### src/rtl/otm_defs.vh
/*
 * Constants for the one-shot / PWM timer channel: register offsets,
 * field positions, mode and select codes, reset values and PWM periods.
 * Assumes inclusion by the prescaler and timer design files of the channel.
 */
`ifndef OTM_DEFS_VH
`define OTM_DEFS_VH

// Register byte offsets
`define OTM_OFS_CTRL 5'h00
`define OTM_OFS_MODE 5'h04
`define OTM_OFS_COUNT 5'h08
`define OTM_OFS_ZCTRL 5'h0C
`define OTM_OFS_STATUS 5'h10

// Control register fields
`define OTM_CTRL_RUN 0
`define OTM_CTRL_SWTRIG 1

// Mode register fields
`define OTM_MODE_SEL_LO 0
`define OTM_MODE_SEL_HI 1
`define OTM_MODE_PWM8 2
`define OTM_MODE_POUT 3
`define OTM_MODE_CLK_LO 4
`define OTM_MODE_CLK_HI 6
`define OTM_MODE_TRIG_LO 7
`define OTM_MODE_TRIG_HI 8
`define OTM_MODE_PWMWAIT 9
`define OTM_MODE_TPOL 10
`define OTM_MODE_TWOPH 11
`define OTM_MODE_FREERUN 12
`define OTM_MODE_X4 13
`define OTM_MODE_W 14

// Z-phase control fields
`define OTM_Z_EN 0
`define OTM_Z_POL 1

// Operating modes
`define OTM_MD_ONESHOT 2'h0
`define OTM_MD_PWM 2'h1
`define OTM_MD_EVENT 2'h2

// Count source codes
`define OTM_CS_F1 3'h0
`define OTM_CS_F2 3'h1
`define OTM_CS_F8 3'h2
`define OTM_CS_F32 3'h3
`define OTM_CS_SUBCLOCK_DIV32 3'h4

// Trigger source codes
`define OTM_TS_PIN 2'h0
`define OTM_TS_PARTNER 2'h1
`define OTM_TS_LOWER 2'h2
`define OTM_TS_UPPER 2'h3

// Values
`define OTM_ZERO16 16'h0000
`define OTM_ONE16 16'h0001
`define OTM_UNDEF16 16'hFFFF
`define OTM_PWM16_LAST 16'hFFFE
`define OTM_PWM8_LAST 16'h00FE
`define OTM_NCHAN 3'h5
`define OTM_LAST_CHAN 3'h4
`define OTM_FIRST_CHAN 3'h0

`endif

### src/rtl/otm_edge_det.v
/*
 * Edge detector with selectable polarity: one-cycle pulse on the chosen
 * edge of a level. Assumes the level is synchronous to the clock.
 */
`timescale 1ns/1ps
`default_nettype none
module otm_edge_det
(
   // Clock and reset
   input wire i_ref_clk,
   input wire i_sys_rst,
   // Level and polarity, 1 = rising
   input wire i_level,
   input wire i_rise,
   // Edge pulse
   output wire o_edge
);
   reg prev_r;

   assign o_edge = i_rise ? (i_level & ~prev_r) : (~i_level & prev_r);

   always @(posedge i_ref_clk)
   begin
      if (i_sys_rst)
         prev_r <= 1'b0;
      else
         prev_r <= i_level;
   end
endmodule
`default_nettype wire

### src/rtl/otm_prescaler.v
/*
 * Count source generator: one-cycle ticks at the system clock divided
 * by 1, 2, 8 or 32, or the sub-clock tick divided by 32.
 * Assumes i_subclk_tick is a synchronous one-cycle pulse per sub-clock.
 */
`timescale 1ns/1ps
`default_nettype none
`include "otm_defs.vh"
module otm_prescaler
(
   // Clock and reset
   input wire i_ref_clk,
   input wire i_sys_rst,
   // Selection and sub-clock
   input wire [2:0] i_sel,
   input wire i_subclk_tick,
   // Count source
   output reg o_tick
);
   reg [4:0] div_r;
   reg [4:0] sub_r;
   reg tick_nxt;

   always @*
   begin
      case (i_sel)
         `OTM_CS_F1: tick_nxt = 1'b1;
         `OTM_CS_F2: tick_nxt = div_r[0];
         `OTM_CS_F8: tick_nxt = &div_r[2:0];
         `OTM_CS_F32: tick_nxt = &div_r;
         `OTM_CS_SUBCLOCK_DIV32: tick_nxt = i_subclk_tick & (&sub_r);
         default: tick_nxt = 1'b0;
      endcase
   end

   always @(posedge i_ref_clk)
   begin
      if (i_sys_rst)
      begin
         div_r <= 5'h00;
         sub_r <= 5'h00;
         o_tick <= 1'b0;
      end
      else
      begin
         div_r <= div_r + 5'h01;
         if (i_subclk_tick)
            sub_r <= sub_r + 5'h01;
         o_tick <= tick_nxt;
      end
   end
endmodule
`default_nettype wire

### src/rtl/otm_timer.v
/*
 * One timer channel: one-shot timer, 16/8-bit PWM and Z-phase clearing
 * for the quadrature channel, with an Avalon-MM register slave.
 * Assumes synchronous inputs, a quadrature counter outside that takes
 * o_zclear and supplies its count, count timing and overflow pulses.
 */
// Notes on behaviour
// [RL1] Z-phase event clears quadrature count to zero
// [RL2] Z clear only on quadrature channel, x4 free-run
// [RL3] Software zeroes count, then enables Z clear
// [RL4] Z edge direction set by polarity bit
// [RL5] Z pulse lasts one count source period
// [RL6] Zero-clear applied at next count timing
// [RL7] Coinciding overflow and clear give two requests
// [RL8] Count source: f1, f2, f8, f32, sub/32
// [RL9] One-shot counts down, reloads at zero, stops
// [RL10] Trigger while running reloads and restarts
// [RL11] One-shot lasts n periods; zero never counts
// [RL12] One-shot starts on trigger while run set
// [RL13] Neighbours wrap around five channels
// [RL14] One-shot request when counter reaches zero
// [RL15] Count reads undefined in one-shot, PWM
// [RL16] Early writes load counter; later reload only
// [RL17] Pulse output low idle, high counting
// [RL18] PWM reloads at rising edge; ignores triggers
// [RL19] 16-bit PWM: high n, cycle 65535
// [RL20] 8-bit PWM: high n(m+1), cycle 255(m+1)
// [RL21] PWM starts on run or trigger; run clear stops
// [RL22] PWM request at falling output edge
`timescale 1ns/1ps
`default_nettype none
`include "otm_defs.vh"
module otm_timer
#(
   parameter [2:0] CHAN_IDX = 3'h3,
   parameter QUAD_CHAN = 1,
   parameter ADDR_W = 5
)
(
   // Clock and reset
   input wire i_ref_clk,
   input wire i_sys_rst,
   // Avalon-MM slave
   input wire [ADDR_W-1:0] i_avs_address,
   input wire i_avs_read,
   input wire i_avs_write,
   input wire [31:0] i_avs_writedata,
   output reg [31:0] o_avs_readdata,
   output reg o_avs_waitrequest,
   // Trigger sources and sub-clock tick
   input wire i_trigger_input_pin,
   input wire i_partner_ovf,
   input wire [4:0] i_chan_ovf,
   input wire i_subclk_tick,
   // Z-phase and quadrature counter
   input wire i_zphase_pin,
   input wire i_quad_count_tick,
   input wire i_quad_ovf,
   input wire [15:0] i_quad_count,
   output reg o_zclear,
   // Pulse output pin and request
   output reg o_pulse_output_pin,
   output reg o_pulse_output_oe,
   output reg o_irq_req
);
   reg run_r;
   reg [`OTM_MODE_W-1:0] mode_r;
   reg zen_r;
   reg zpol_r;
   reg [15:0] reload_r;
   reg [15:0] cnt_r;
   reg [15:0] duty_r;
   reg [7:0] pre_r;
   reg [7:0] m_r;
   reg counting_r;
   reg first_r;
   reg zpend_r;
   reg irq2_r;
   reg swtrig_r;
   reg out_nxt;
   reg [31:0] rdata_nxt;
   wire [1:0] md;
   wire pwm8;
   wire [1:0] tsel;
   wire tick;
   wire pin_edge;
   wire z_edge;
   wire acc;
   wire wr_go;
   wire [4:0] word_adr;
   wire trig_any;
   wire os_mode;
   wire pwm_mode;
   wire z_ok;
   wire early;
   wire pwm_step;
   wire [15:0] pwm_last;

   function [2:0] lower_nbr;
      input [2:0] idx;
      begin
         lower_nbr = (idx == `OTM_FIRST_CHAN) ? `OTM_LAST_CHAN : idx - 3'h1;
      end
   endfunction

   function [2:0] upper_nbr;
      input [2:0] idx;
      begin
         upper_nbr = (idx == `OTM_LAST_CHAN) ? `OTM_FIRST_CHAN : idx + 3'h1;
      end
   endfunction

   assign md = mode_r[`OTM_MODE_SEL_HI:`OTM_MODE_SEL_LO];
   assign pwm8 = mode_r[`OTM_MODE_PWM8];
   assign tsel = mode_r[`OTM_MODE_TRIG_HI:`OTM_MODE_TRIG_LO];
   assign os_mode = (md == `OTM_MD_ONESHOT);
   assign pwm_mode = (md == `OTM_MD_PWM);
   assign word_adr = {i_avs_address[4:2], 2'b00};
   assign acc = i_avs_read | i_avs_write;
   assign wr_go = i_avs_write & ~o_avs_waitrequest;

   // Count source selection
   otm_prescaler u_presc
   (
      .i_ref_clk(i_ref_clk),
      .i_sys_rst(i_sys_rst),
      .i_sel(mode_r[`OTM_MODE_CLK_HI:`OTM_MODE_CLK_LO]), // RL8
      .i_subclk_tick(i_subclk_tick),
      .o_tick(tick)
   );

   otm_edge_det u_trig_edge
   (
      .i_ref_clk(i_ref_clk),
      .i_sys_rst(i_sys_rst),
      .i_level(i_trigger_input_pin),
      .i_rise(mode_r[`OTM_MODE_TPOL]),
      .o_edge(pin_edge)
   );

   otm_edge_det u_z_edge
   (
      .i_ref_clk(i_ref_clk),
      .i_sys_rst(i_sys_rst),
      .i_level(i_zphase_pin),
      .i_rise(zpol_r), // RL4
      .o_edge(z_edge) // RL5
   );

   // Hardware trigger selected from pin, partner or a neighbour
   assign trig_any = (tsel == `OTM_TS_PIN) ? pin_edge :
                     (tsel == `OTM_TS_PARTNER) ? i_partner_ovf :
                     (tsel == `OTM_TS_LOWER) ? i_chan_ovf[lower_nbr(CHAN_IDX)] : // RL13
                     i_chan_ovf[upper_nbr(CHAN_IDX)]; // RL13

   // Z clear allowed only on the quadrature channel in x4 free-run
   assign z_ok = (QUAD_CHAN != 0) && (md == `OTM_MD_EVENT) && zen_r &&
                 mode_r[`OTM_MODE_TWOPH] && mode_r[`OTM_MODE_FREERUN] &&
                 mode_r[`OTM_MODE_X4]; // RL2

   // Counter loads too while stopped or before the first count source
   assign early = ~counting_r | ~first_r;

   // PWM position advance, divided by m+1 in 8-bit mode
   assign pwm_step = tick & (~pwm8 | (pre_r == m_r));
   assign pwm_last = pwm8 ? `OTM_PWM8_LAST : `OTM_PWM16_LAST;

   // Pulse output level for the next cycle, PWM or one-shot
   always @*
   begin
      out_nxt = 1'b0;
      if (pwm_mode && counting_r && run_r)
         out_nxt = (cnt_r < duty_r); // RL19 RL20
      else if (os_mode)
         out_nxt = counting_r; // RL17
   end

   // Read data mux
   always @*
   begin
      rdata_nxt = 32'h00000000;
      case (word_adr)
         `OTM_OFS_CTRL: rdata_nxt[`OTM_CTRL_RUN] = run_r;
         `OTM_OFS_MODE: rdata_nxt[`OTM_MODE_W-1:0] = mode_r;
         `OTM_OFS_COUNT:
         begin
            if (md == `OTM_MD_EVENT)
               rdata_nxt[15:0] = i_quad_count;
            else
               rdata_nxt[15:0] = `OTM_UNDEF16; // RL15
         end
         `OTM_OFS_ZCTRL:
         begin
            rdata_nxt[`OTM_Z_EN] = zen_r;
            rdata_nxt[`OTM_Z_POL] = zpol_r;
         end
         `OTM_OFS_STATUS: rdata_nxt[3:0] = {zpend_r, first_r, o_pulse_output_pin, counting_r};
         default: rdata_nxt = 32'h00000000;
      endcase
   end

   // Avalon-MM slave: one wait state, write takes effect when released
   always @(posedge i_ref_clk)
   begin
      if (i_sys_rst)
      begin
         o_avs_waitrequest <= 1'b1;
         o_avs_readdata <= 32'h00000000;
      end
      else if (acc && o_avs_waitrequest)
      begin
         o_avs_waitrequest <= 1'b0;
         o_avs_readdata <= rdata_nxt;
      end
      else
         o_avs_waitrequest <= 1'b1;
   end

   // Configuration registers
   always @(posedge i_ref_clk)
   begin
      if (i_sys_rst)
      begin
         run_r <= 1'b0;
         mode_r <= {`OTM_MODE_W{1'b0}};
         zen_r <= 1'b0;
         zpol_r <= 1'b0;
         swtrig_r <= 1'b0;
      end
      else
      begin
         swtrig_r <= 1'b0;
         if (wr_go)
         begin
            case (word_adr)
               `OTM_OFS_CTRL:
               begin
                  run_r <= i_avs_writedata[`OTM_CTRL_RUN];
                  swtrig_r <= i_avs_writedata[`OTM_CTRL_SWTRIG];
               end
               `OTM_OFS_MODE: mode_r <= i_avs_writedata[`OTM_MODE_W-1:0];
               `OTM_OFS_ZCTRL:
               begin
                  zen_r <= i_avs_writedata[`OTM_Z_EN]; // RL3
                  zpol_r <= i_avs_writedata[`OTM_Z_POL];
               end
               default: run_r <= run_r;
            endcase
         end
      end
   end

   // Reload register
   always @(posedge i_ref_clk)
   begin
      if (i_sys_rst)
         reload_r <= `OTM_ZERO16;
      else if (wr_go && word_adr == `OTM_OFS_COUNT)
         reload_r <= i_avs_writedata[15:0]; // RL16
   end

   // Counter, PWM divider and run state
   always @(posedge i_ref_clk)
   begin
      if (i_sys_rst)
      begin
         cnt_r <= `OTM_ZERO16;
         duty_r <= `OTM_ZERO16;
         pre_r <= 8'h00;
         m_r <= 8'h00;
         counting_r <= 1'b0;
         first_r <= 1'b0;
      end
      else if (!run_r)
      begin
         counting_r <= 1'b0; // RL9 RL21
         first_r <= 1'b0;
         if (wr_go && word_adr == `OTM_OFS_COUNT)
            cnt_r <= i_avs_writedata[15:0]; // RL16
      end
      else if (os_mode)
      begin
         if (swtrig_r || trig_any) // RL12
         begin
            cnt_r <= reload_r; // RL10
            counting_r <= (reload_r != `OTM_ZERO16); // RL11
            first_r <= 1'b0;
         end
         else if (counting_r && tick)
         begin
            first_r <= 1'b1;
            if (cnt_r == `OTM_ONE16)
            begin
               cnt_r <= reload_r; // RL9
               counting_r <= 1'b0;
            end
            else
               cnt_r <= cnt_r - `OTM_ONE16;
         end
         else if (wr_go && word_adr == `OTM_OFS_COUNT && early)
            cnt_r <= i_avs_writedata[15:0]; // RL16
      end
      else if (pwm_mode)
      begin
         if (!counting_r)
         begin
            if (!mode_r[`OTM_MODE_PWMWAIT] || trig_any) // RL21
            begin
               counting_r <= 1'b1;
               first_r <= 1'b0;
               cnt_r <= `OTM_ZERO16;
               pre_r <= 8'h00;
               duty_r <= pwm8 ? {8'h00, reload_r[15:8]} : reload_r;
               m_r <= pwm8 ? reload_r[7:0] : 8'h00;
            end
         end
         else
         begin
            if (wr_go && word_adr == `OTM_OFS_COUNT && early)
            begin
               duty_r <= pwm8 ? {8'h00, i_avs_writedata[15:8]} : i_avs_writedata[15:0];
               m_r <= pwm8 ? i_avs_writedata[7:0] : 8'h00; // RL16
            end
            if (tick)
            begin
               first_r <= 1'b1;
               pre_r <= (pre_r == m_r || !pwm8) ? 8'h00 : pre_r + 8'h01;
            end
            if (pwm_step)
            begin
               if (cnt_r == pwm_last)
               begin
                  cnt_r <= `OTM_ZERO16;
                  duty_r <= pwm8 ? {8'h00, reload_r[15:8]} : reload_r; // RL18
                  m_r <= pwm8 ? reload_r[7:0] : 8'h00;
               end
               else
                  cnt_r <= cnt_r + `OTM_ONE16;
            end
         end
      end
      else
      begin
         counting_r <= 1'b0;
         first_r <= 1'b0;
      end
   end

   // Z-phase clear, pending until the next count timing
   always @(posedge i_ref_clk)
   begin
      if (i_sys_rst)
      begin
         zpend_r <= 1'b0;
         o_zclear <= 1'b0;
      end
      else
      begin
         o_zclear <= 1'b0;
         if (!z_ok)
            zpend_r <= 1'b0;
         else if (zpend_r && i_quad_count_tick)
         begin
            o_zclear <= 1'b1; // RL1 RL6
            zpend_r <= z_edge;
         end
         else if (z_edge)
            zpend_r <= 1'b1;
      end
   end

   // Pulse pin and interrupt request
   always @(posedge i_ref_clk)
   begin
      if (i_sys_rst)
      begin
         o_pulse_output_pin <= 1'b0;
         o_pulse_output_oe <= 1'b0;
         o_irq_req <= 1'b0;
         irq2_r <= 1'b0;
      end
      else
      begin
         o_pulse_output_pin <= out_nxt & mode_r[`OTM_MODE_POUT];
         o_pulse_output_oe <= mode_r[`OTM_MODE_POUT] & (os_mode | pwm_mode);
         irq2_r <= 1'b0;
         if (md == `OTM_MD_EVENT)
         begin
            o_irq_req <= o_zclear | i_quad_ovf | irq2_r;
            irq2_r <= o_zclear & i_quad_ovf; // RL7
         end
         else if (os_mode)
            o_irq_req <= run_r && counting_r && tick && cnt_r == `OTM_ONE16 &&
                         !(swtrig_r || trig_any); // RL14
         else if (pwm_mode)
            o_irq_req <= o_pulse_output_pin & ~(out_nxt & mode_r[`OTM_MODE_POUT]); // RL22
         else
            o_irq_req <= 1'b0;
      end
   end
endmodule
`default_nettype wire

### config.mk
export PLATFORM = sky130hd
export DESIGN_NAME = otm_timer
export DESIGN_NICKNAME = d
export VERILOG_FILES = /design/src/rtl/otm_edge_det.v /design/src/rtl/otm_prescaler.v /design/src/rtl/otm_timer.v
export VERILOG_INCLUDE_DIRS = /design/src /design/src/rtl
export SDC_FILE = /design/constraint.sdc
export NUM_CORES = 1
export LEC_CHECK = 0
export BUFFER_PORTS_ARGS = -buffer_cell sky130_fd_sc_hd__buf_2
export CORE_MARGIN = 5
export CORE_UTILIZATION = 40
export CTS_CLUSTER_DIAMETER = 120
export DETAILED_ROUTE_END_ITERATION = 10
export PLACE_DENSITY = 0.58
export SLEW_MARGIN = 30
export SYNTH_ARGS = -nofsm -noshare
export SYNTH_HDL_FRONTEND = slang
export SYNTH_HIERARCHICAL = 1
export SYNTH_SLANG_ARGS = --single-unit
### constraint.sdc
create_clock -name i_ref_clk -period 2.5 [get_ports i_ref_clk]
set_input_delay 0.125 -clock i_ref_clk [delete_from_list [all_inputs] [get_ports i_ref_clk]]
set_output_delay 0.125 -clock i_ref_clk [all_outputs]
set_load 0.05 [all_outputs]
==> results of run 1 <==
==> per-layer routing <==
metal / part of all wire (%) / routed length (microns) / track usage (%)
met1: 44 / 10680 / 30.53
met2: 45 / 10800 / 33.83
met4: 3.2 / 777 / 9.557
met3: 7.8 / 1887 / 4.490
met5: 0 / 0 / 0
==> report_power, final <==
group | switching [W] | internal (W) | total, W | leakage, nW
sequential | 0.0000312 | 0.00195 | 0.00198 | 0.973
combinational | 0.000385 | 0.000177 | 0.000562 | 2.18
clock | 0.000979 | 0.00137 | 0.00235 | 0.259
total | 0.00140 | 0.00350 | 0.00489 | 3.42
==> logic make-up (layout without fill, tap and decap cells) <==
logic type / after synthesis / after routing / share of synthesized area, %
multiplexers: 24 / 24 / 3.486
AND/OR/NAND/NOR: 352 / 352 / 23.06
flip-flops: 120 / 120 / 32.97
other: 1 / 16 / 0.05147
XOR/XNOR: 40 / 40 / 4.808
AO/OA/AOI/OAI: 270 / 270 / 24.06
buffers and inverters: 113 / 195 / 7.264
adder cells (fa/ha/maj): 25 / 25 / 4.293
==> cell usage in the layout, fill, tap and decap left out, types with 9 or more instances in the layout <==
master	n
sky130_fd_sc_hd__nand2_1	129
sky130_fd_sc_hd__dfxtp_1	118
sky130_fd_sc_hd__nor2_1	88
sky130_fd_sc_hd__a21oi_1	75
sky130_fd_sc_hd__o21ai_0	67
sky130_fd_sc_hd__buf_2	66
sky130_fd_sc_hd__buf_4	64
sky130_fd_sc_hd__nand3_1	30
sky130_fd_sc_hd__inv_1	25
sky130_fd_sc_hd__ha_1	23
sky130_fd_sc_hd__mux2i_1	22
sky130_fd_sc_hd__xor2_1	22
sky130_fd_sc_hd__nand4_1	19
sky130_fd_sc_hd__a211oi_1	19
sky130_fd_sc_hd__xnor2_1	18
sky130_fd_sc_hd__clkbuf_16	17
sky130_fd_sc_hd__conb_1	16
sky130_fd_sc_hd__nor2b_1	14
sky130_fd_sc_hd__o221ai_1	10
sky130_fd_sc_hd__nor4_1	10
sky130_fd_sc_hd__a21o_1	10
sky130_fd_sc_hd__a311oi_1	10
sky130_fd_sc_hd__o21ai_1	9
==> worst min-delay path, cell delays in order <==
cell and delay (ns):
sky130_fd_sc_hd__buf_2 0.16, sky130_fd_sc_hd__nand2_1 0.07, sky130_fd_sc_hd__a21oi_1 0.05
==> through the flow <==
step	setup slack [ns]	setup TNS (ns)	cells
final	0.005085	0	1271
after global routing	-0.07285	-0.2685	1271
after CTS	0.002844	0	1271
after detailed placement	-0.02168	-0.04733	1235
after global placement	-0.01057	-0.01588	1235
after floorplan	0.01664	0	960
==> worst paths after layout <==
path,to,depth (start not counted)
max reg2reg,cnt_r[3],9
min,reload_r[15],3
max,cnt_r[3],9
min reg2reg,irq2_r,2
==> cell type report <==
cell class,instances,area share [%]
multi-input combinational,727,51.42
sequential,120,27.51
timing repair buffer,137,10.32
clock buffer,18,4.910
tap,229,3.278
clock inverter,13,1.403
inverter,27,1.159
==> registers in the layout, summed over array words and instances, names as in the netlist, 5 cells and up <==
| name | count |
|---|---|
| reload_r | 16 |
| o_avs_readdata | 16 |
| m_r | 8 |
| pre_r | 8 |
| duty_r | 16 |
| mode_r | 14 |
| cnt_r | 16 |
| u_presc/sub_r | 5 |
| u_presc/div_r | 5 |
==> timing repair <==
action	4_1_cts	5_1_grt
setup buffers	1	0
hold buffers	4	0
endpoints found under the hold margin	4	0
pin swaps	3	20
setup endpoints to repair	5	24
cloned	0	0
gates resized for setup	2	25
==> impl_metrics.prom, run 1 <==
# TYPE chip_impl_metric gauge
chip_impl_info{name="critical_path.cell_chain",value="inv_2 > ha_4 > or4b_4 > or4_4 > o22ai_4 > nand2_1 > o21ai_1 > o221ai_1 > a21oi_1"} 1
chip_impl_info{name="min-delay-path-class",value="in2reg"} 1
chip_impl_metric{name="cellLeakagePower",unit="nW"} 3.416
chip_impl_metric{name="postSynth.asyncResetShare",unit="%"} 0
chip_impl_metric{name="area.sequential",unit="sq mm"} 0.002405
chip_impl_metric{name="synthCells",unit=""} 945
chip_impl_info{name="unrepaired_setup_endpoints_after_global_routing",value="true"} 1
chip_impl_metric{name="placement.cell_area",unit="sq mm"} 0.008063
chip_impl_metric{name="final.fill_count",unit=""} 1790
chip_impl_info{name="slowest_stage",value="sky130_fd_sc_hd__or4_4"} 1
chip_impl_metric{name="synth.yosys.seq_area_share",unit="%"} 32.97
chip_impl_metric{name="fin_worst_skew",unit="ns"} 0.009781
chip_impl_metric{name="detail_route.wirelength",unit="microns"} 24140
chip_impl_metric{name="grt_pass1_wl",unit="microns"} 37870
chip_impl_metric{name="crit_arrival",unit="ns"} 2.85
chip_impl_metric{name="ys_types",unit=""} 74
chip_impl_info{name="status",value="completed"} 1
chip_impl_info{name="crit_end_category",value="flop"} 1
chip_impl_metric{name="num_antenna_cells",unit=""} 0
chip_impl_metric{name="fin_crit_sh",unit="%"} 99.80
chip_impl_metric{name="dieArea",unit="sq mm"} 0.02101
chip_impl_info{name="cp-start-kind",value="flop"} 1
chip_impl_metric{name="reg2reg_setup_slack",unit="ns"} 0.005
chip_impl_metric{name="dieHeight",unit="microns"} 145.0
chip_impl_info{name="holdCritStartpoint",value="i_avs_writedata[15]"} 1
chip_impl_metric{name="timing.max_slew.rel_slack",unit="%"} 48.76
chip_impl_metric{name="detail_route.iter0.violations",unit=""} 697
chip_impl_metric{name="worst_ir_drop_on_vdd",unit="V"} 0.0004688
chip_impl_metric{name="layout.core_utilization",unit="%"} 48.66
chip_impl_metric{name="delay_of_the_slowest_cell_on_the_worst_path",unit="ns"} 0.62
chip_impl_metric{name="fin_area",unit="sq mm"} 0.008741
chip_impl_metric{name="syn2layout_area_growth",unit="%"} 19.97
chip_impl_info{name="synth_ff_type",value="sky130_fd_sc_hd__dfxtp_1"} 1
chip_impl_metric{name="layout-drive-gt1-share",unit="%"} 19.19
chip_impl_metric{name="numPortBuffers",unit=""} 67
chip_impl_metric{name="whs",unit="ns"} 0.03462
chip_impl_metric{name="worstSkewPairLatency",unit="ns"} 0.43
chip_impl_metric{name="largest_net_degree_at_the_start_of_global_routing",unit=""} 71
chip_impl_metric{name="post-synth-top-area-fraction",unit="%"} 32.97
chip_impl_metric{name="layout.nets",unit=""} 1123
chip_impl_metric{name="dr.pass1.iters",unit=""} 5
chip_impl_info{name="post-synth-top-area-cell",value="sky130_fd_sc_hd__dfxtp_1"} 1
chip_impl_metric{name="hold_fails_final_rpt",unit=""} 0
chip_impl_metric{name="crit_fanout",unit=""} 8
chip_impl_metric{name="cp_data_required_time",unit="ns"} 2.86
chip_impl_metric{name="detail_route.vias_per_cell",unit=""} 5.723
chip_impl_metric{name="tightest_slew",unit="ns"} 0.7687
chip_impl_metric{name="min_cycle_time_layout",unit="ns"} 2.495
chip_impl_metric{name="globalplace.congestion",unit=""} 0.9565
chip_impl_info{name="cp_top_family",value="simple AND/OR/NAND/NOR gates"} 1
chip_impl_metric{name="ant_nets",unit=""} 0
chip_impl_metric{name="timing.max_cap.violations",unit=""} 0
chip_impl_info{name="cp-startpoint",value="cnt_r[1]"} 1
chip_impl_metric{name="initial_utilization",unit="%"} 40.56
chip_impl_metric{name="report.final.setup_viol",unit=""} 0
chip_impl_metric{name="drv_slew",unit=""} 0
chip_impl_info{name="synth.most_common_cell",value="sky130_fd_sc_hd__nand2_1"} 1
chip_impl_metric{name="design_power_total",unit="W"} 0.004892
chip_impl_metric{name="vias",unit=""} 7274
chip_impl_metric{name="numClockSinks",unit=""} 120
chip_impl_metric{name="dp_hpwl",unit="microns"} 17480
chip_impl_info{name="post_synth_most_frequent_cells",value="sky130_fd_sc_hd__nand2_1 (129), sky130_fd_sc_hd__dfxtp_1 (120), sky130_fd_sc_hd__nor2_1 (89)"} 1
chip_impl_metric{name="ctsLongestPathBuffers",unit=""} 2
chip_impl_info{name="cts_tree",value="yes"} 1
chip_impl_info{name="criticalPathCategory",value="reg2reg"} 1
chip_impl_metric{name="global_route.overflow_total",unit=""} 0
chip_impl_metric{name="ioPinCount",unit=""} 105
chip_impl_metric{name="coreArea",unit="sq mm"} 0.01796
chip_impl_metric{name="grt_pass1_vias",unit=""} 6841
chip_impl_metric{name="syn-mean-instance-area",unit="sq um"} 7.710
chip_impl_metric{name="p_per_area",unit="mW/mm^2"} 559.6
chip_impl_metric{name="cts_inserted_buffers",unit=""} 17
chip_impl_metric{name="groute.usage.overall",unit="%"} 22.21
chip_impl_metric{name="h_tree_levels",unit=""} 4
chip_impl_metric{name="multi_input_comb_area",unit="sq mm"} 0.004494
chip_impl_info{name="dominant_cells_by_area_after_synthesis",value="sky130_fd_sc_hd__dfxtp_1 (33%), sky130_fd_sc_hd__nand2_1 (6.6%), sky130_fd_sc_hd__a21oi_1 (5.3%), sky130_fd_sc_hd__o21ai_0 (5.0%), sky130_fd_sc_hd__nor2_1 (4.6%)"} 1
chip_impl_metric{name="fmax",unit="MHz"} 400.8
chip_impl_metric{name="crit_buf_inv",unit=""} 1
chip_impl_metric{name="clkTransAtPathRegs",unit="ns"} 0.06
chip_impl_metric{name="synth-seq-cells",unit=""} 120
chip_impl_metric{name="fp-row-count",unit=""} 49
chip_impl_metric{name="synth_enable_flop_cells",unit=""} 0
chip_impl_info{name="r2r-start",value="cnt_r[1]"} 1
chip_impl_metric{name="die_w",unit="microns"} 145.0
chip_impl_metric{name="initial_antenna_violation_count",unit=""} 0
chip_impl_metric{name="ys_warn_count",unit=""} 6
chip_impl_metric{name="drc_markers",unit=""} 0
chip_impl_info{name="cts_root_buf",value="sky130_fd_sc_hd__clkbuf_16"} 1
chip_impl_metric{name="area_of_the_mapped_netlist",unit="sq mm"} 0.007286
chip_impl_metric{name="routed_wire_length_per_instance",unit="microns"} 19.00
Note: power is estimated with default switching activity, not from simulation.
==> run 2: changes to the inputs <==
--- a/config.mk
+++ b/config.mk
@@ -8,10 +8,10 @@
 export LEC_CHECK = 0
 export BUFFER_PORTS_ARGS = -buffer_cell sky130_fd_sc_hd__buf_2
 export CORE_MARGIN = 5
-export CORE_UTILIZATION = 40
+export CORE_UTILIZATION = 53
 export CTS_CLUSTER_DIAMETER = 120
 export DETAILED_ROUTE_END_ITERATION = 10
-export PLACE_DENSITY = 0.58
+export PLACE_DENSITY = 0.75
 export SLEW_MARGIN = 30
 export SYNTH_ARGS = -nofsm -noshare
 export SYNTH_HDL_FRONTEND = slang
==> impl_metrics.prom, run 2 (synthesis results as in run 1) <==
# TYPE chip_impl_metric gauge
chip_impl_metric{name="clkTransAtPathRegs",unit="ns"} 0.06
chip_impl_metric{name="layout-drive-gt1-share",unit="%"} 19.60
chip_impl_metric{name="routed_wire_length_per_instance",unit="microns"} 19.03
chip_impl_metric{name="layout.core_utilization",unit="%"} 66.21
chip_impl_metric{name="finalSetupTns",unit="ns"} 0
chip_impl_metric{name="vias",unit=""} 7446
chip_impl_metric{name="global_route.overflow_total",unit=""} 0
chip_impl_metric{name="placement.cell_area",unit="sq mm"} 0.007994
chip_impl_info{name="crit_end_category",value="flop"} 1
chip_impl_metric{name="groute.usage.overall",unit="%"} 28.43
chip_impl_metric{name="switchingPower",unit="W"} 0.001314
chip_impl_metric{name="num_antenna_cells",unit=""} 0
chip_impl_metric{name="cp_data_required_time",unit="ns"} 2.80
chip_impl_info{name="cp-start-kind",value="flop"} 1
chip_impl_metric{name="min_cycle_time_layout",unit="ns"} 2.444
chip_impl_info{name="layout.cells.most_common_list",value="sky130_fd_sc_hd__nand2_1 (129), sky130_fd_sc_hd__dfxtp_1 (118), sky130_fd_sc_hd__nor2_1 (87)"} 1
chip_impl_metric{name="fin_area",unit="sq mm"} 0.008837
chip_impl_metric{name="layout.nets",unit=""} 1126
chip_impl_metric{name="cellLeakagePower",unit="nW"} 3.506
chip_impl_metric{name="fp-row-count",unit=""} 42
chip_impl_metric{name="numClockSinks",unit=""} 120
chip_impl_metric{name="crit_fanout",unit=""} 7
chip_impl_metric{name="tightest_slew",unit="ns"} 0.7246
chip_impl_info{name="unrepaired_setup_endpoints_after_global_routing",value="true"} 1
chip_impl_metric{name="detail_route.wirelength",unit="microns"} 23250
chip_impl_metric{name="dieHeight",unit="microns"} 127.2
chip_impl_metric{name="die_w",unit="microns"} 127.2
chip_impl_metric{name="dr.pass1.iters",unit=""} 5
chip_impl_metric{name="dp_hpwl",unit="microns"} 16070
chip_impl_metric{name="crit_arrival",unit="ns"} 2.75
chip_impl_metric{name="initial_antenna_violation_count",unit=""} 0
chip_impl_metric{name="report.final.setup_viol",unit=""} 0
chip_impl_metric{name="grt_pass1_vias",unit=""} 6906
chip_impl_metric{name="worst_ir_drop_on_vdd",unit="V"} 0.0006441
chip_impl_info{name="cts_tree",value="yes"} 1
chip_impl_metric{name="drc_markers",unit=""} 0
chip_impl_metric{name="ant_nets",unit=""} 0
chip_impl_info{name="cts_root_buf",value="sky130_fd_sc_hd__clkbuf_16"} 1
chip_impl_info{name="status",value="completed"} 1
chip_impl_info{name="min-delay-path-class",value="in2reg"} 1
chip_impl_metric{name="p_int",unit="W"} 0.004152
chip_impl_metric{name="coreArea",unit="sq mm"} 0.01335
chip_impl_metric{name="detail_route.iter0.violations",unit=""} 836
chip_impl_metric{name="fin_worst_skew",unit="ns"} 0.01103
chip_impl_metric{name="timing.max_slew.rel_slack",unit="%"} 51.43
chip_impl_metric{name="ctsLongestPathBuffers",unit=""} 2
chip_impl_metric{name="numPortBuffers",unit=""} 67
chip_impl_metric{name="worstSkewPairLatency",unit="ns"} 0.43
chip_impl_metric{name="fin_crit_sh",unit="%"} 97.78
chip_impl_metric{name="timing.max_cap.violations",unit=""} 0
chip_impl_metric{name="ioPinCount",unit=""} 105
chip_impl_metric{name="post-place-cells",unit=""} 1182
chip_impl_metric{name="detail_route.vias_per_cell",unit=""} 6.093
chip_impl_metric{name="final-instance-count-excl-fill",unit=""} 1222
chip_impl_metric{name="clock_power_share",unit="%"} 53.4
chip_impl_metric{name="hold_fails_final_rpt",unit=""} 0
chip_impl_info{name="commonest_non_fill_non_tap_cell_in_the_layout",value="sky130_fd_sc_hd__nand2_1"} 1
chip_impl_metric{name="largest_net_degree_at_the_start_of_global_routing",unit=""} 95
chip_impl_metric{name="syn2layout_area_growth",unit="%"} 21.29
chip_impl_metric{name="p_per_area",unit="mW/mm^2"} 618.5
chip_impl_metric{name="dieArea",unit="sq mm"} 0.01619
chip_impl_metric{name="fmax",unit="MHz"} 409.1
chip_impl_info{name="criticalPathCategory",value="reg2reg"} 1
chip_impl_metric{name="cts_inserted_buffers",unit=""} 17
chip_impl_metric{name="initial_utilization",unit="%"} 54.58
chip_impl_metric{name="drv_slew",unit=""} 0
chip_impl_metric{name="seqPwrFrac",unit="%"} 36.3
chip_impl_metric{name="h_tree_levels",unit=""} 4
chip_impl_metric{name="power.share.combinational",unit="%"} 10.3
chip_impl_metric{name="sw_frac_of_total",unit="%"} 24.04
chip_impl_metric{name="grt_pass1_wl",unit="microns"} 36540
chip_impl_metric{name="globalplace.congestion",unit=""} 0.9988
[run 2: cell types whose count changed in the layout (fill, tap and decap cells not counted), sizes merged]
cell | before | now
clkinvlp | 4 | 1
clkinv | 6 | 5
clkbuf | 18 | 20
buf | 133 | 136
inv | 29 | 26
bufinv | 1 | 7
[run 2: per-stage QoR]
step / worst slack, ns / hold slack, ns / total power [W]
floorplan: 0.01664 / 0.1966 / 0.002396
global placement: -0.04323 / 0.3585 / 0.002553
detailed placement: -0.09040 / 0.3665 / 0.002560
CTS: 0.01836 / 0.008223 / 0.005465
global route: -0.05318 / 0.02478 / 0.005630
finish: 0.05562 / 0.03182 / 0.005466
[run 2: area by class of cell]
class | count | area [sq um]
Clock buffer | 20 | 456.7
Clock inverter | 12 | 245.2
Fill cell | 1151 | 4511
Inverter | 27 | 101.3
Multi-Input combinational cell | 727 | 4487
Sequential cell | 120 | 2405
Tap cell | 176 | 220.2
Timing Repair Buffer | 140 | 922.1
[run 2: final timing paths]
| path | start | endpoint | slack (ns) | cells past startpoint |
|---|---|---|---|---|
| setup / recovery | cnt_r[11] | cnt_r[4] | 0.06 | 8 |
| hold / removal | i_avs_writedata[3] | reload_r[3] | 0.03 | 3 |
| setup reg to reg | cnt_r[11] | cnt_r[4] | 0.06 | 8 |
| hold reg to reg | o_avs_readdata[14] | o_avs_readdata[14] | 0.45 | 2 |
[run 2: routing by layer]
layer | global-route usage, % | up-vias | share of wire [%]
met5 | 0 | - | 0
met4 | 12.37 | 0 | 4.3
met3 | 7.012 | 69 | 9.7
met2 | 44.89 | 377 | 46
met1 | 37.01 | 3479 | 40
li1 | - | 3521 | -
[run 2: worst max-delay path, cell delays in order (launching register included)]
cell	delay, ns
sky130_fd_sc_hd__dfxtp_2	0.32
sky130_fd_sc_hd__or4_4	0.57
sky130_fd_sc_hd__or4_4	0.62
sky130_fd_sc_hd__buf_4	0.17
sky130_fd_sc_hd__nand2_4	0.08
sky130_fd_sc_hd__nor2_1	0.07
sky130_fd_sc_hd__a21oi_2	0.15
sky130_fd_sc_hd__a21oi_1	0.10
sky130_fd_sc_hd__a32o_1	0.23
[run 2: power groups by stage]
stage	logic, W	registers [W]	clock network (W)
after floorplan	0.000308	0.00209	0
after detailed placement	0.000536	0.00202	0
final	0.000564	0.00198	0.00292
after global placement	0.000530	0.00202	0
after global routing	0.000601	0.00199	0.00304
after CTS	0.000549	0.00198	0.00293
[run 2: timing repair]
item                                   CTS  global route
setup endpoints to repair                9            25
pin swaps                                6             7
hold buffers                             4             0
buffers inserted                         2             2
gates resized for setup                  6            17
endpoints found under the hold margin    4             0
==> run 3: changes to the inputs <==
--- a/config.mk
+++ b/config.mk
@@ -6,12 +6,12 @@
 export SDC_FILE = /design/constraint.sdc
 export NUM_CORES = 1
 export LEC_CHECK = 0
-export BUFFER_PORTS_ARGS = -buffer_cell sky130_fd_sc_hd__buf_2
 export CORE_MARGIN = 5
-export CORE_UTILIZATION = 53
+export CORE_UTILIZATION = 58
 export CTS_CLUSTER_DIAMETER = 120
 export DETAILED_ROUTE_END_ITERATION = 10
-export PLACE_DENSITY = 0.75
+export DONT_BUFFER_PORTS = 1
+export PLACE_DENSITY = 0.73
 export SLEW_MARGIN = 30
 export SYNTH_ARGS = -nofsm -noshare
 export SYNTH_HDL_FRONTEND = slang
==> impl_metrics.prom, run 3 (synthesis results as in run 1) <==
# TYPE chip_impl_metric gauge
chip_impl_info{name="status",value="finished, violations left"} 1
chip_impl_info{name="violated_checks",value="setup timing"} 1
chip_impl_metric{name="delay_of_the_slowest_cell_on_the_worst_path",unit="ns"} 0.60
chip_impl_info{name="holdCritStartpoint",value="i_quad_count[13]"} 1
chip_impl_metric{name="numClockSinks",unit=""} 120
chip_impl_info{name="slowest_stage",value="sky130_fd_sc_hd__mux4_2"} 1
chip_impl_metric{name="cts_inserted_buffers",unit=""} 17
chip_impl_metric{name="coreArea",unit="sq mm"} 0.01247
chip_impl_metric{name="initial_utilization",unit="%"} 58.45
chip_impl_metric{name="cellLeakagePower",unit="nW"} 3.357
chip_impl_metric{name="ioPinCount",unit=""} 105
chip_impl_metric{name="dieHeight",unit="microns"} 122.1
chip_impl_metric{name="vias",unit=""} 7742
chip_impl_metric{name="worstSkewPairLatency",unit="ns"} 0.43
chip_impl_metric{name="fp-row-count",unit=""} 41
chip_impl_metric{name="detail_route.iter0.violations",unit=""} 854
chip_impl_metric{name="design_power_total",unit="W"} 0.005247
chip_impl_metric{name="switchingPower",unit="W"} 0.001339
chip_impl_metric{name="worst_ir_drop_on_vdd",unit="V"} 0.0005877
chip_impl_metric{name="fmax",unit="MHz"} 394.9
chip_impl_metric{name="ant_nets",unit=""} 0
chip_impl_metric{name="global_route.overflow_total",unit=""} 0
chip_impl_metric{name="grt_pass1_wl",unit="microns"} 40200
chip_impl_metric{name="dieArea",unit="sq mm"} 0.01490
chip_impl_metric{name="groute.usage.overall",unit="%"} 35.72
chip_impl_metric{name="drc_markers",unit=""} 0
chip_impl_metric{name="area.sequential",unit="sq mm"} 0.002404
chip_impl_metric{name="sw_frac_of_total",unit="%"} 25.53
chip_impl_info{name="r2r-start",value="u_trig_edge/prev_r"} 1
chip_impl_info{name="layout.cells.most_common_list",value="sky130_fd_sc_hd__nand2_1 (129), sky130_fd_sc_hd__dfxtp_1 (119), sky130_fd_sc_hd__nor2_1 (85)"} 1
chip_impl_metric{name="layout-drive-gt1-share",unit="%"} 14.30
chip_impl_metric{name="dp_hpwl",unit="microns"} 17610
chip_impl_info{name="unrepaired_setup_endpoints_after_global_routing",value="true"} 1
chip_impl_info{name="criticalPathCategory",value="reg2reg"} 1
chip_impl_metric{name="drv_slew",unit=""} 0
chip_impl_metric{name="die_w",unit="microns"} 122.1
chip_impl_info{name="cp-start-kind",value="flop"} 1
chip_impl_info{name="commonest_non_fill_non_tap_cell_in_the_layout",value="sky130_fd_sc_hd__nand2_1"} 1
chip_impl_info{name="critical_path.cell_chain",value="nand2b_1 > o22ai_2 > mux4_2 > buf_4 > nor4_2 > buf_4 > nand2_4 > buf_4 > o21ai_0 > o21ai_1 > a311oi_1"} 1
chip_impl_metric{name="layout.nets",unit=""} 1095
chip_impl_metric{name="tightest_slew",unit="ns"} 0.8134
chip_impl_metric{name="multi_input_comb_area",unit="sq mm"} 0.004544
chip_impl_metric{name="initial_antenna_violation_count",unit=""} 1
chip_impl_metric{name="min_cycle_time_layout",unit="ns"} 2.532
chip_impl_metric{name="grt_pass1_vias",unit=""} 7010
chip_impl_info{name="critical_path_most_common_cell",value="sky130_fd_sc_hd__buf_4"} 1
chip_impl_info{name="crit_end_category",value="flop"} 1
chip_impl_metric{name="p_int",unit="W"} 0.003908
chip_impl_metric{name="detail_route.vias_per_cell",unit=""} 6.528
chip_impl_metric{name="crit_fanout",unit=""} 8
chip_impl_metric{name="final.fill_count",unit=""} 1022
chip_impl_metric{name="largest_net_degree_at_the_start_of_global_routing",unit=""} 93
chip_impl_metric{name="clkTransAtPathRegs",unit="ns"} 0.06
chip_impl_metric{name="report.final.setup_viol",unit=""} 1
chip_impl_info{name="cts_root_buf",value="sky130_fd_sc_hd__clkbuf_16"} 1
chip_impl_metric{name="fin_worst_skew",unit="ns"} 0.009325
chip_impl_info{name="cp-startpoint",value="u_trig_edge/prev_r"} 1
chip_impl_metric{name="timing.max_cap.violations",unit=""} 0
chip_impl_metric{name="clock_power_share",unit="%"} 51.6
chip_impl_metric{name="finalSetupTns",unit="ns"} -0.03233
chip_impl_metric{name="ctsLongestPathBuffers",unit=""} 2
chip_impl_metric{name="layout.core_utilization",unit="%"} 71.23
chip_impl_metric{name="cp_data_required_time",unit="ns"} 2.81
chip_impl_metric{name="reg2reg_setup_slack",unit="ns"} -0.03
chip_impl_metric{name="crit_arrival",unit="ns"} 2.84
chip_impl_info{name="min-delay-path-class",value="in2reg"} 1
chip_impl_metric{name="seqPwrFrac",unit="%"} 39.2
chip_impl_metric{name="hold_fails_final_rpt",unit=""} 0
chip_impl_metric{name="post-route-worst-setup-slack",unit="ns"} -0.03233
chip_impl_metric{name="numPortBuffers",unit=""} 0
chip_impl_metric{name="h_tree_levels",unit=""} 4
chip_impl_metric{name="routed_wire_length_per_instance",unit="microns"} 22.78
chip_impl_metric{name="globalplace.congestion",unit=""} 1.035
chip_impl_metric{name="p_per_area",unit="mW/mm^2"} 590.9
chip_impl_info{name="cts_tree",value="yes"} 1
chip_impl_metric{name="detail_route.wirelength",unit="microns"} 27020
chip_impl_metric{name="fin_crit_sh",unit="%"} 101.3
chip_impl_metric{name="timing.max_slew.rel_slack",unit="%"} 45.48
chip_impl_metric{name="num_antenna_cells",unit=""} 0
chip_impl_metric{name="power.share.combinational",unit="%"} 9.3
chip_impl_metric{name="syn2layout_area_growth",unit="%"} 21.88
chip_impl_metric{name="dr.pass1.iters",unit=""} 6
## run 3: routing by layer
layer,wire length (microns),GRT usage (%)
met3,3381,11.98
met5,0,0
met4,1298,15.96
met2,11950,53.63
met1,10390,46.65
## run 3: final cells by class
class                           count  share of cell area [%]
Clock buffer                       21                   5.411
Clock inverter                     10                   1.874
Inverter                           27                   1.141
Multi-Input combinational cell    727                   51.18
Sequential cell                   120                   27.07
Tap cell                          172                   2.424
Timing Repair Buffer              109                   10.91
## run 3: power by group through the flow
stage / Combinational (W) / Sequential, W / Clock (W)
finish: 0.000486 / 0.00206 / 0.00271
global route: 0.000515 / 0.00206 / 0.00283
floorplan: 0.000308 / 0.00209 / 0
global placement: 0.000341 / 0.00209 / 0
CTS: 0.000455 / 0.00205 / 0.00272
detailed placement: 0.000347 / 0.00210 / 0
## run 3: stage by stage
stage | cells | area (sq um) | hold WS, ns | setup slack, ns
after floorplan | 960 | 7342 | 0.1966 | 0.01664
after global placement | 1110 | 7637 | 0.2008 | -0.01977
after detailed placement | 1110 | 7642 | 0.2037 | -0.07195
after CTS | 1180 | 8705 | 0.008624 | 0.01978
after global routing | 1186 | 8880 | 0.02126 | -0.2121
final | 1186 | 8880 | 0.009804 | -0.03233
## run 3: final timing paths
check / to / cells after the start
hold / removal: o_avs_readdata[13] / 2
setup / recovery: cnt_r[1] / 11
hold reg to reg: m_r[2] / 1
setup reg to reg: cnt_r[1] / 11
## run 3: worst max-delay path, delay by kind of cell, from the launching register on
family	cells	cell delay, ns
buffers and inverters	3	0.51
multiplexers	1	0.60
AO/OA/AOI/OAI	4	0.58
flip-flops	1	0.32
AND/OR/NAND/NOR	3	0.41
## run 3: repair_timing
action / CTS / global route
buffers inserted: 2 / 4
endpoints found under the setup margin: 12 / 26
hold endpoints to repair: 111 / 4
gates resized for setup: 3 / 26
gates cloned: 0 / 1
pin swaps: 4 / 7
hold buffers: 37 / 1
